$ cat config.mk
export PLATFORM = sky130hd
export DESIGN_NAME = bcr_bridge_control
export DESIGN_NICKNAME = d
export VERILOG_FILES = /design/src/core/bcr_pkg.sv /design/src/core/bcr_bridge_control.sv /design/src/core/bcr_sticky.sv
export SDC_FILE = /design/constraint.sdc
export NUM_CORES = 1
export LEC_CHECK = 0
export BUFFER_PORTS_ARGS = -buffer_cell sky130_fd_sc_hd__buf_4
export CAP_MARGIN = 10
export CORE_AREA = 2 2 105 107
export DETAILED_ROUTE_END_ITERATION = 10
export DIE_AREA = 0 0 107 109
export GPL_ROUTABILITY_DRIVEN = 1
export HOLD_SLACK_MARGIN = 0.02
export PLACE_DENSITY = 0.77
export SYNTH_ARGS = -nofsm -noshare
export SYNTH_HDL_FRONTEND = slang
export SYNTH_HIERARCHICAL = 1
export SYNTH_SLANG_ARGS = --single-unit
$ cat constraint.sdc
create_clock -name mclk -period 2 [get_ports mclk]
set_clock_uncertainty 0.1 [all_clocks]
set_input_delay 0.1 -clock mclk [delete_from_list [all_inputs] [get_ports mclk]]
set_output_delay 0.1 -clock mclk [all_outputs]
set_load 0.02 [all_outputs]
$ cat src/core/bcr_pkg.sv
package bcr_pkg;

    // Register byte offsets
    localparam logic [7:0] BRIDGE_CONTROL_OFF = 8'h3C;
    localparam logic [7:0] IRQ_STATUS_OFF = 8'h50;
    localparam logic [7:0] IRQ_MASK_OFF = 8'h54;

    // Bridge control field positions
    localparam int PARITY_RESP_BIT = 16;
    localparam int SERR_FWD_BIT = 17;
    localparam int ISA_FILTER_BIT = 18;
    localparam int DISPLAY_FWD_BIT = 19;
    localparam int RSVD_RO_BIT = 20;
    localparam int MA_MODE_BIT = 21;
    localparam int SEC_RESET_BIT = 22;
    localparam int FAST_B2B_BIT = 23;
    localparam int RSVD_RW_LO_BIT = 24;
    localparam int RSVD_RW_HI_BIT = 25;
    localparam int MTO_STAT_BIT = 26;
    localparam int DISCARD_STAT_BIT = 27;

    // Control byte at bits 23:16, writable mask excludes the reserved bit
    localparam logic [7:0] CTRL_BYTE_WMASK = 8'hEF;
    localparam logic [7:0] CTRL_BYTE_RESET = 8'h00;
    localparam logic [1:0] RSVD_RW_RESET = 2'h0;

    // Interrupt status bits
    localparam int IRQ_W = 4;
    localparam int IRQ_MTO = 0;
    localparam int IRQ_DISCARD = 1;
    localparam int IRQ_PARITY = 2;
    localparam int IRQ_SERR_FWD = 3;
    localparam logic [3:0] IRQ_MASK_RESET = 4'h0;

    // Master abort read fill
    localparam logic [31:0] ALL_ONES = 32'hFFFF_FFFF;

    // Legacy I/O decode: first 64KB, top 768 bytes of every 1KB block
    localparam logic [15:0] IO_HIGH_ZERO = 16'h0000;
    localparam logic [1:0] ISA_LOW_QUARTER = 2'h0;

    // Display compatible ranges
    localparam logic [31:0] DISP_MEM_LO = 32'h000A_0000;
    localparam logic [31:0] DISP_MEM_HI = 32'h000B_FFFF;
    localparam logic [9:0] DISP_IO_A_LO = 10'h3B0;
    localparam logic [9:0] DISP_IO_A_HI = 10'h3BB;
    localparam logic [9:0] DISP_IO_B_LO = 10'h3C0;
    localparam logic [9:0] DISP_IO_B_HI = 10'h3DF;

endpackage : bcr_pkg

$ cat src/core/bcr_bridge_control.sv
// Notes on behaviour
// - Bit 16 enables secondary parity error detection and reporting; clear ignores them.
// - Bit 17 gates forwarding of either secondary system error to primary.
// - Legacy I/O filtering applies only inside base/limit and first 64KB.
// - Bit 18 set blocks downstream forwarding of top 768 bytes per 1KB.
// - Bit 18 set forwards secondary I/O upstream for those top 768 bytes.
// - Bit 19 forwards display memory and I/O downstream regardless of windows.
// - Bit 20 and bits 31 to 28 read zero, reset zero.
// - Bit 21 clear: master aborts unreported, reads return all ones, writes dropped.
// - Bit 21 set: master aborts give target abort, and primary system error only when primary_serr_report_en is set.
// - Bit 22 set holds both secondary reset outputs asserted.
// - Bit 23 allows fast back-to-back transactions to different secondary devices.
// - Bits 24 and 25 store and return written value, reset zero.
// - Bit 26 sets on primary or secondary master timeout expiry.
// - Bit 27 sets on any discard timer expiry and asserts primary system error.
module bcr_bridge_control #(
    parameter int ADDR_W = 8
) (
    input wire logic mclk,
    input wire logic reset_n,
    input wire logic wb_cyc_i,
    input wire logic wb_stb_i,
    input wire logic wb_we_i,
    input wire logic [ADDR_W-1:0] wb_adr_i,
    input wire logic [3:0] wb_sel_i,
    input wire logic [31:0] wb_dat_i,
    output logic [31:0] wb_dat_o,
    output logic wb_ack_o,
    output logic irq_q,
    input wire logic sec_parity_error,
    output logic sec_parity_report_q,
    output logic sec_parity_check_en_q,
    input wire logic sec_port_one_system_error_n,
    input wire logic sec_port_two_system_error_n,
    input wire logic primary_serr_report_en,
    output logic primary_system_error_n,
    input wire logic sec_master_abort,
    input wire logic sec_master_abort_read,
    output logic ma_target_abort_q,
    output logic ma_read_ones_q,
    output logic ma_write_discard_q,
    output logic [31:0] ma_read_data_q,
    output logic sec_port_one_reset_out_n,
    output logic sec_port_two_reset_out_n,
    output logic fast_b2b_en_q,
    input wire logic pri_master_timeout,
    input wire logic sec_master_timeout,
    input wire logic pri_discard_expired,
    input wire logic sec_one_discard_expired,
    input wire logic sec_two_discard_expired,
    input wire logic io_valid,
    input wire logic io_upstream,
    input wire logic [31:0] io_addr,
    input wire logic [31:0] io_base,
    input wire logic [31:0] io_limit,
    output logic io_forward_q,
    input wire logic mem_valid,
    input wire logic [31:0] mem_addr,
    output logic mem_forward_q
);

    // Address bus must reach the highest register offset
    if (ADDR_W < 8) begin : g_bad_addr_w
        $error("bcr_bridge_control: ADDR_W below 8");
    end

    logic [7:0] ctrl_q;
    logic [1:0] rsvd_q;
    logic [1:0] stat_q;
    logic [1:0] stat_set;
    logic [1:0] stat_clr;
    logic [3:0] irq_st_q;
    logic [3:0] irq_set;
    logic [3:0] irq_clr;
    logic [3:0] irq_mask_q;
    logic ack_d;
    logic wr_fire;
    logic [7:0] adr_byte;
    logic sel_ctrl;
    logic sel_irq_st;
    logic sel_irq_mask;
    logic [31:0] rd_data;
    logic mto_ev;
    logic discard_ev;
    logic serr_fwd_ev;
    logic ma_serr_ev;
    logic serr_cause;
    logic io_in_range;
    logic io_legacy;
    logic io_isa_alias;
    logic io_disp;
    logic mem_disp;

    // Address decode, word aligned
    assign adr_byte = {wb_adr_i[7:2], 2'h0};
    assign sel_ctrl = adr_byte == bcr_pkg::BRIDGE_CONTROL_OFF;
    assign sel_irq_st = adr_byte == bcr_pkg::IRQ_STATUS_OFF;
    assign sel_irq_mask = adr_byte == bcr_pkg::IRQ_MASK_OFF;

    // Writes land on the edge that the master sees ack
    assign wr_fire = wb_cyc_i && wb_stb_i && wb_we_i && wb_ack_o;
    assign ack_d = wb_cyc_i && wb_stb_i && !wb_ack_o;

    // Bus acknowledge, one wait state, dropped after one cycle
    always_ff @(posedge mclk or negedge reset_n) begin
        if (!reset_n) begin
            wb_ack_o <= 1'b0;
        end else begin
            wb_ack_o <= ack_d;
        end
    end

    // Read mux, unmapped reads zero, read-only reserved bits zero
    always_comb begin
        rd_data = 32'h0000_0000;
        if (sel_ctrl) begin
            rd_data[23:16] = ctrl_q & bcr_pkg::CTRL_BYTE_WMASK;
            rd_data[bcr_pkg::RSVD_RW_HI_BIT:bcr_pkg::RSVD_RW_LO_BIT] = rsvd_q;
            rd_data[bcr_pkg::DISCARD_STAT_BIT:bcr_pkg::MTO_STAT_BIT] = stat_q;
        end else if (sel_irq_st) begin
            rd_data[bcr_pkg::IRQ_W-1:0] = irq_st_q;
        end else if (sel_irq_mask) begin
            rd_data[bcr_pkg::IRQ_W-1:0] = irq_mask_q;
        end
    end

    // Read data captured with ack
    always_ff @(posedge mclk or negedge reset_n) begin
        if (!reset_n) begin
            wb_dat_o <= 32'h0000_0000;
        end else if (ack_d && !wb_we_i) begin
            wb_dat_o <= rd_data;
        end
    end

    // Control byte, bit 20 never stored
    always_ff @(posedge mclk or negedge reset_n) begin
        if (!reset_n) begin
            ctrl_q <= bcr_pkg::CTRL_BYTE_RESET;
        end else if (wr_fire && sel_ctrl && wb_sel_i[2]) begin
            ctrl_q <= wb_dat_i[23:16] & bcr_pkg::CTRL_BYTE_WMASK;
        end
    end

    // Reserved but writable pair
    always_ff @(posedge mclk or negedge reset_n) begin
        if (!reset_n) begin
            rsvd_q <= bcr_pkg::RSVD_RW_RESET;
        end else if (wr_fire && sel_ctrl && wb_sel_i[3]) begin
            rsvd_q <= wb_dat_i[bcr_pkg::RSVD_RW_HI_BIT:bcr_pkg::RSVD_RW_LO_BIT];
        end
    end

    // Expiry events
    assign mto_ev = pri_master_timeout || sec_master_timeout;
    assign discard_ev = pri_discard_expired || sec_one_discard_expired
        || sec_two_discard_expired;
    assign stat_set = {discard_ev, mto_ev};
    assign stat_clr = (wr_fire && sel_ctrl && wb_sel_i[3])
        ? wb_dat_i[bcr_pkg::DISCARD_STAT_BIT:bcr_pkg::MTO_STAT_BIT] : 2'h0;

    // Timeout status bits 26 and 27
    bcr_sticky #(
        .WIDTH(2)
    ) u_stat (
        .mclk(mclk),
        .reset_n(reset_n),
        .set(stat_set),
        .clr(stat_clr),
        .state_q(stat_q)
    );

    // Interrupt events and status
    assign irq_set = {serr_fwd_ev, sec_parity_error && ctrl_q[0], discard_ev, mto_ev};
    assign irq_clr = (wr_fire && sel_irq_st && wb_sel_i[0])
        ? wb_dat_i[bcr_pkg::IRQ_W-1:0] : 4'h0;

    bcr_sticky #(
        .WIDTH(bcr_pkg::IRQ_W)
    ) u_irq (
        .mclk(mclk),
        .reset_n(reset_n),
        .set(irq_set),
        .clr(irq_clr),
        .state_q(irq_st_q)
    );

    // Interrupt mask and level output
    always_ff @(posedge mclk or negedge reset_n) begin
        if (!reset_n) begin
            irq_mask_q <= bcr_pkg::IRQ_MASK_RESET;
        end else if (wr_fire && sel_irq_mask && wb_sel_i[0]) begin
            irq_mask_q <= wb_dat_i[bcr_pkg::IRQ_W-1:0];
        end
    end

    always_ff @(posedge mclk or negedge reset_n) begin
        if (!reset_n) begin
            irq_q <= 1'b0;
        end else begin
            irq_q <= |(irq_st_q & irq_mask_q);
        end
    end

    // Secondary parity handling
    always_ff @(posedge mclk or negedge reset_n) begin
        if (!reset_n) begin
            sec_parity_check_en_q <= 1'b0;
            sec_parity_report_q <= 1'b0;
        end else begin
            sec_parity_check_en_q <= ctrl_q[0];
            sec_parity_report_q <= sec_parity_error && ctrl_q[0];
        end
    end

    // System error sources toward primary
    assign serr_fwd_ev = ctrl_q[1]
        && (!sec_port_one_system_error_n || !sec_port_two_system_error_n);
    assign ma_serr_ev = sec_master_abort && ctrl_q[5] && primary_serr_report_en;
    assign serr_cause = serr_fwd_ev || ma_serr_ev || discard_ev;

    always_ff @(posedge mclk or negedge reset_n) begin
        if (!reset_n) begin
            primary_system_error_n <= 1'b1;
        end else begin
            primary_system_error_n <= !serr_cause;
        end
    end

    // Master abort completion by mode
    always_ff @(posedge mclk or negedge reset_n) begin
        if (!reset_n) begin
            ma_target_abort_q <= 1'b0;
            ma_read_ones_q <= 1'b0;
            ma_write_discard_q <= 1'b0;
        end else begin
            ma_target_abort_q <= sec_master_abort && ctrl_q[5];
            ma_read_ones_q <= sec_master_abort && !ctrl_q[5] && sec_master_abort_read;
            ma_write_discard_q <= sec_master_abort && !ctrl_q[5] && !sec_master_abort_read;
        end
    end

    // Fill data for unreported aborted reads
    always_ff @(posedge mclk or negedge reset_n) begin
        if (!reset_n) begin
            ma_read_data_q <= 32'h0000_0000;
        end else if (sec_master_abort && !ctrl_q[5] && sec_master_abort_read) begin
            ma_read_data_q <= bcr_pkg::ALL_ONES;
        end
    end

    // Secondary resets follow primary reset or the software force
    always_ff @(posedge mclk or negedge reset_n) begin
        if (!reset_n) begin
            sec_port_one_reset_out_n <= 1'b0;
            sec_port_two_reset_out_n <= 1'b0;
        end else begin
            sec_port_one_reset_out_n <= !ctrl_q[6];
            sec_port_two_reset_out_n <= !ctrl_q[6];
        end
    end

    // Fast back-to-back permission
    always_ff @(posedge mclk or negedge reset_n) begin
        if (!reset_n) begin
            fast_b2b_en_q <= 1'b0;
        end else begin
            fast_b2b_en_q <= ctrl_q[7];
        end
    end

    // I/O decode: window, legacy alias and display ranges
    assign io_in_range = (io_addr >= io_base) && (io_addr <= io_limit);
    assign io_legacy = io_in_range && (io_addr[31:16] == bcr_pkg::IO_HIGH_ZERO);
    assign io_isa_alias = ctrl_q[2] && io_legacy
        && (io_addr[9:8] != bcr_pkg::ISA_LOW_QUARTER);
    assign io_disp = ctrl_q[3] && (io_addr[31:16] == bcr_pkg::IO_HIGH_ZERO)
        && (((io_addr[9:0] >= bcr_pkg::DISP_IO_A_LO) && (io_addr[9:0] <= bcr_pkg::DISP_IO_A_HI))
        || ((io_addr[9:0] >= bcr_pkg::DISP_IO_B_LO) && (io_addr[9:0] <= bcr_pkg::DISP_IO_B_HI)));
    assign mem_disp = ctrl_q[3] && (mem_addr >= bcr_pkg::DISP_MEM_LO)
        && (mem_addr <= bcr_pkg::DISP_MEM_HI);

    // I/O forwarding verdict
    always_ff @(posedge mclk or negedge reset_n) begin
        if (!reset_n) begin
            io_forward_q <= 1'b0;
        end else if (!io_valid) begin
            io_forward_q <= 1'b0;
        end else if (io_upstream) begin
            io_forward_q <= !io_disp && (!io_in_range || io_isa_alias);
        end else begin
            io_forward_q <= io_disp || (io_in_range && !io_isa_alias);
        end
    end

    // Memory forwarding of display range
    always_ff @(posedge mclk or negedge reset_n) begin
        if (!reset_n) begin
            mem_forward_q <= 1'b0;
        end else begin
            mem_forward_q <= mem_valid && mem_disp;
        end
    end
endmodule : bcr_bridge_control

$ cat src/core/bcr_sticky.sv
// Sticky event bits, write one to clear, set wins over clear
module bcr_sticky #(
    parameter int WIDTH = 2
) (
    input wire logic mclk,
    input wire logic reset_n,
    input wire logic [WIDTH-1:0] set,
    input wire logic [WIDTH-1:0] clr,
    output logic [WIDTH-1:0] state_q
);

    logic [WIDTH-1:0] state_d;

    // Keep old bits unless cleared, new events always land
    always_comb begin
        state_d = (state_q & ~clr) | set;
    end

    // State register
    always_ff @(posedge mclk or negedge reset_n) begin
        if (!reset_n) begin
            state_q <= '0;
        end else begin
            state_q <= state_d;
        end
    end

endmodule : bcr_sticky
==> flow_metrics.tcl, run 1 <==
set metrics [dict create \
    layout_min_cycle_time_ns 1.83 \
    post_drt_wl_per_cell_um 14.0 \
    clkTransAtPathRegs_ns 0.09 \
    grt_max_degree 48 \
    track_usage_pct 18.7 \
    cp.required_ns 2.12 \
    reg2regPathDepth 4 \
    h-tree-depth 2 \
    cts_root_buf "clkbuf_8" \
    layout-drive-gt1-share_pct 37.9 \
    p_per_area_nw_per_um2 423 \
    multiInputGateArea_um2 2150 \
    synthTopCellsByCount "inv_1, ha_1, buf_4" \
    leakage_nw 3.35 \
    synthFlopType "dfrtp_1" \
    grt_pass1_vias 3896 \
    synth-seq-cells 47 \
    holdCritPathClass "in2reg" \
    status "completed" \
    critPathCaptureType "register" \
    diodes 0 \
    drv_slew 0 \
    cts-buffers-inserted 5 \
    fmax_mhz 548 \
    synth_edf_count 0 \
    path_class "in2reg" \
    peakVddDrop_mv 0.306 \
    yosysTopAreaCellShare_pct 29.3 \
    cts_tree "yes" \
    grt_pass1_wl_um 17500 \
    clockBufferDepth 2 \
    die-area_um2 11700 \
    drt_pass1_iterations 4 \
    die_w_um 107 \
    hpwlAfterDp_um 9520 \
    gp_congestion 0.845 \
    total_power_w 0.00254 \
    yosys.area.top_type "dfrtp_1" \
    path_max_fanout 3 \
    coreArea_um2 10600 \
    wirelength_um 11400 \
    io_pins 268 \
    finalCritPeriodShare_pct 91.3 \
    synth-seq-area-share_pct 30.0 \
    fin_tns_setup_ns 0 \
    finalSetupViolCount 0 \
    synth_warnings 6 \
    num_rows 38 \
    fin_cells 813 \
    worstReg2RegStart "ctrl_q[3]" \
    final_nets 927 \
    ys_types 51 \
    drc 0 \
    arrival_ns 1.94 \
    grt_remaining_overflow 0 \
    fillers 897 \
    hp-start "wb_adr_i[2]" \
    min_delay_path_depth 3 \
    worst_setup_path_start_kind "input pin" \
    detail_route.vias_per_cell 4.81 \
    netlist_area_um2 3930 \
    synth.avg_cell_area_um2 9.07 \
    drt_iter0_drc 142 \
    synthTopCellsByArea "dfrtp_1, ha_1, buf_4" \
    startpoint "io_addr[21]" \
    dp.cells 776 \
    clock-sinks 47 \
    ant_nets 0 \
    port-buffer-count 213 \
    tightest_slew_ns 0.805 \
    area_growth_pct 52.9 \
    die_height_um 109 \
    netlist_instances 433 \
    regArea_um2 1180 \
    cap_violations 0 \
    yosysMostFrequentCell "inv_1" \
    antenna_found_initial 0 \
    slew_headroom_pct 46.3 \
    hold_violations 0 \
    vias 3912 \
    clock_latency_ns 0.29 \
    synthArstFlopShare_pct 100 \
    initial_core_util_pct 37.0 \
    rsz0062_at_grt "no" \
]
## worst max-delay path, stage by stage
cell     delay, ns
buf_4         0.12
ha_1          0.29
nand4_1       0.12
or3_1         0.46
nor4_1        0.38
a21oi_2       0.09
a21oi_1       0.17
mux2i_1       0.21
## layout make-up
class | instances | share of cell area (%)
Tap cell | 140 | 2.92
Sequential cell | 47 | 19.6
Multi-Input combinational cell | 274 | 35.7
Inverter | 75 | 4.69
Clock inverter | 2 | 1.00
Timing Repair Buffer | 269 | 34.8
Clock buffer | 6 | 1.21
## sequential cells by signal, indices dropped and copies added, names as in the netlist, 2 cells and up
name            flops
u_stat/state_q      2
rsvd_q              2
irq_mask_q          4
wb_dat_o           15
ctrl_q              7
u_irq/state_q       4
## kinds of logic (layout without fill, tap and decap cells)
group / Yosys count / in the layout / synth area share (%)
AOI/OAI and AO/OA: 77 / 77 / 13.5
adders and majority gates: 64 / 64 / 20.4
buffers and inverters: 128 / 352 / 16.9
DFF: 47 / 47 / 30.0
muxes: 19 / 19 / 5.26
other: 1 / 17 / 0.0955
and+or+nand+nor: 97 / 97 / 13.9
## power breakdown
part	switching, W	total (W)	internal, W
registers	0.00000899	0.000973	0.000964
logic	0.000335	0.000753	0.000418
clock network	0.000317	0.000816	0.000500
total	0.000661	0.00254	0.00188
## path summary, 6_finish.rpt
kind / slack (ns) / endpoint
worst max-delay path: 0.17 / io_forward_q
worst min-delay path: 0.07 / wb_dat_o[3]
worst max register to register: 0.24 / mem_forward_q
worst min register to register: 0.31 / fast_b2b_en_q
max in group asynchronous: 1.15 / ctrl_q[7]
min in group asynchronous: 0.25 / wb_dat_o[0]
## cells in the final DEF, fill, tap and decap left out, drive strengths merged, types with 2 or more instances in the layout
master       instances
a211oi               5
a21boi               3
a21o                 8
a21oi               21
a221oi               4
a22o                11
a22oi                2
and2                 8
and3                 2
buf                240
bufinv               2
clkbuf               6
conb                17
dfrtp               46
dlygate4sd3         29
ha                  64
inv                 74
mux2                13
mux2i                6
nand2               24
nand2b               3
nand3               10
nand4               15
nor2                11
nor3                 3
nor4                 7
nor4b                3
o211ai               3
o21ai               12
or2                  2
or3                  3
## repair_timing
action / in CTS / in global routing
hold buffers: 29 / 0
resized for setup: 0 / 1
endpoints found under the hold margin: 69 / 0
endpoints found under the setup margin: 0 / 1
buffers inserted: 0 / 0
## metrics by stage
stage          setup slack, ns  area (um2)  hold WS [ns]  utilization [%]
5_1_grt                 0.0240        6000        0.0874             56.6
2_1_floorplan            0.129        3990        -0.296                -
4_1_cts                 0.0547        6000        0.0612             56.6
3_5_place_dp            -0.256        5580        0.0410             52.6
3_3_place_gp            -0.176        5580        0.0356             52.6
6_report                 0.175        6000        0.0652             56.6
## metal layers
metal	GRT usage [%]	up-vias	wire length, um
met5	0	-	0
li1	-	1920	-
met3	3.89	14	835
met4	4.27	0	121
met2	37.4	165	6140
met1	19.9	1813	4290
Note: power is estimated with default switching activity, not from simulation.
==> run 2: changes to the inputs <==
--- a/config.mk
+++ b/config.mk
@@ -6,7 +6,7 @@
 export NUM_CORES = 1
 export LEC_CHECK = 0
 export BUFFER_PORTS_ARGS = -buffer_cell sky130_fd_sc_hd__buf_4
-export CAP_MARGIN = 10
+export CAP_MARGIN = 20
 export CORE_AREA = 2 2 105 107
 export DETAILED_ROUTE_END_ITERATION = 10
 export DIE_AREA = 0 0 107 109
==> constraint.sdc (replaced) <==
create_clock -name mclk -period 2 [get_ports mclk]
set_clock_uncertainty 0.1 [all_clocks]
set_input_delay 0.4 -clock mclk [delete_from_list [all_inputs] [get_ports mclk]]
set_output_delay 0.4 -clock mclk [all_outputs]
set_load 0.02 [all_outputs]
==> flow_metrics.tcl, run 2 (same netlist as run 1, synthesis figures left out) <==
set metrics [dict create \
    status "complete, but fails checks" \
    violations "setup timing" \
    largest_register "wb_dat_o" \
    post_drt_wl_per_cell_um 14.2 \
    p_clk_share_pct 32.3 \
    cap_violations 0 \
    hpwlAfterDp_um 9700 \
    p_per_area_nw_per_um2 432 \
    coreArea_um2 10600 \
    pwr-share-seq_pct 38.2 \
    ant_nets 0 \
    total_power_w 0.00255 \
    die_w_um 107 \
    clock-sinks 47 \
    port-buffer-count 213 \
    grt_remaining_overflow 0 \
    layout-drive-gt1-share_pct 42.9 \
    hp-start "primary_serr_report_en" \
    num_rows 38 \
    stdcell_area_um2 5890 \
    slew_headroom_pct 60.7 \
    detail_route.vias_per_cell 4.86 \
    leakage_nw 3.27 \
    path_max_fanout 2 \
    finalCritPeriodShare_pct 107 \
    p_switching_w 0.000677 \
    drt_pass1_iterations 6 \
    wirelength_um 11300 \
    cts_tree "yes" \
    diodes 0 \
    cell_internal_pwr_w 0.00187 \
    layout_min_cycle_time_ns 2.15 \
    track_usage_pct 18.4 \
    clock_latency_ns 0.30 \
    gp_congestion 0.890 \
    peakVddDrop_mv 0.320 \
    drc 0 \
    path_class "in2reg" \
    fin_cells 793 \
    p_comb_share_pct 29.4 \
    final_nets 907 \
    post_cts_buffers 0 \
    fin_tns_setup_ns -0.149 \
    die-area_um2 11700 \
    most-common-layout-cells "buf_4, inv_1, ha_1, dfrtp_1, nand2_1" \
    antenna_found_initial 0 \
    fmax_mhz 465 \
    startpoint "io_limit[9]" \
    vias 3852 \
    hold_violations 0 \
    area_growth_pct 50.1 \
    pre_cts_ws_ns -0.511 \
    grt_pass1_vias 3927 \
    rsz0062_at_grt "yes" \
    critPathCaptureType "register" \
    cts_root_buf "clkbuf_8" \
    cts-buffers-inserted 5 \
    h-tree-depth 2 \
    cp.required_ns 2.11 \
    grt_pass1_wl_um 17400 \
    grt_max_degree 48 \
    netSwitchingFraction_pct 26.6 \
    drv_slew 0 \
    final_common_cell "buf_4" \
    dpl-instance-area_um2 5640 \
    top_regs "wb_dat_o x15, ctrl_q x7" \
    largest_register_ffs 15 \
    fillers 918 \
    arrival_ns 2.26 \
    finalWorstSetupSlack_ns -0.149 \
    die_height_um 109 \
    dp.cells 784 \
    initial_core_util_pct 37.0 \
    clockBufferDepth 2 \
    drt_iter0_drc 166 \
    tightest_slew_ns 0.590 \
    io_pins 268 \
    worstReg2RegStart "wb_ack_o" \
    holdCritPathClass "in2reg" \
    finalSetupViolCount 1 \
    worst_setup_path_start_kind "input pin" \
    clkTransAtPathRegs_ns 0.09 \
]
-- run 2: final cells by class --
class	count	area, um2	area share [%]
sequential	47	1180	20.0
clock buffer	5	68.8	1.17
tap	140	175	2.97
timing repair buffer	249	1870	31.8
inverter	75	282	4.78
clock inverter	3	67.6	1.15
multi-input combinational	274	2250	38.2
-- run 2: through the flow --
step	hold WS, ns	util (%)
6_report	0.135	55.6
5_1_grt	0.127	55.6
4_1_cts	0.131	54.7
3_5_place_dp	0.292	53.2
3_3_place_gp	0.279	53.2
2_1_floorplan	0.00441	-
-- run 2: path summary, 6_finish.rpt --
| kind | end | slack (ns) | depth (start not counted) |
|---|---|---|---|
| worst max-delay path | io_forward_q | -0.15 | 10 |
| worst min-delay path | primary_system_error_n | 0.14 | 2 |
| worst max register to register | wb_dat_o[24] | 0.32 | 4 |
| worst min register to register | fast_b2b_en_q | 0.30 | 0 |
| max in group asynchronous | ma_read_data_q[0] | 0.82 | 2 |
| min in group asynchronous | wb_dat_o[1] | 0.54 | 2 |
-- run 2: critical path, stage by stage --
cell	delay, ns
buf_4	0.07
inv_1	0.06
ha_4	0.27
nand4_1	0.15
or4_4	0.58
nor4_4	0.22
o22ai_2	0.12
a21oi_2	0.15
a21oi_2	0.08
mux2i_1	0.17
-- run 2: what timing repair did --
item                                    4_1_cts  5_1_grt
pin swaps                                     1        3
gates resized for setup                       2       16
hold buffers                                  1        0
endpoints found under the hold margin        23        0
endpoints found under the setup margin        1       33
-- run 2: power by group through the flow --
| stage | Clock, W | Combinational (W) | Sequential, W |
|---|---|---|---|
| detailed placement | 0 | 0.000724 | 0.000992 |
| finish | 0.000823 | 0.000749 | 0.000973 |
| global placement | 0 | 0.000694 | 0.000991 |
| CTS | 0.000833 | 0.000733 | 0.000973 |
| floorplan | 0 | 0.000312 | 0.00100 |
| global route | 0.000869 | 0.000834 | 0.000975 |
-- run 2: layer usage --
metal / GRT usage, % / part of all wire, % / vias to the layer above
li1: - / - / 1877
met1: 19.7 / 38 / 1786
met2: 37.7 / 54 / 174
met3: 3.17 / 6.9 / 15
met4: 3.43 / 1.2 / 0
met5: 0 / 0 / -
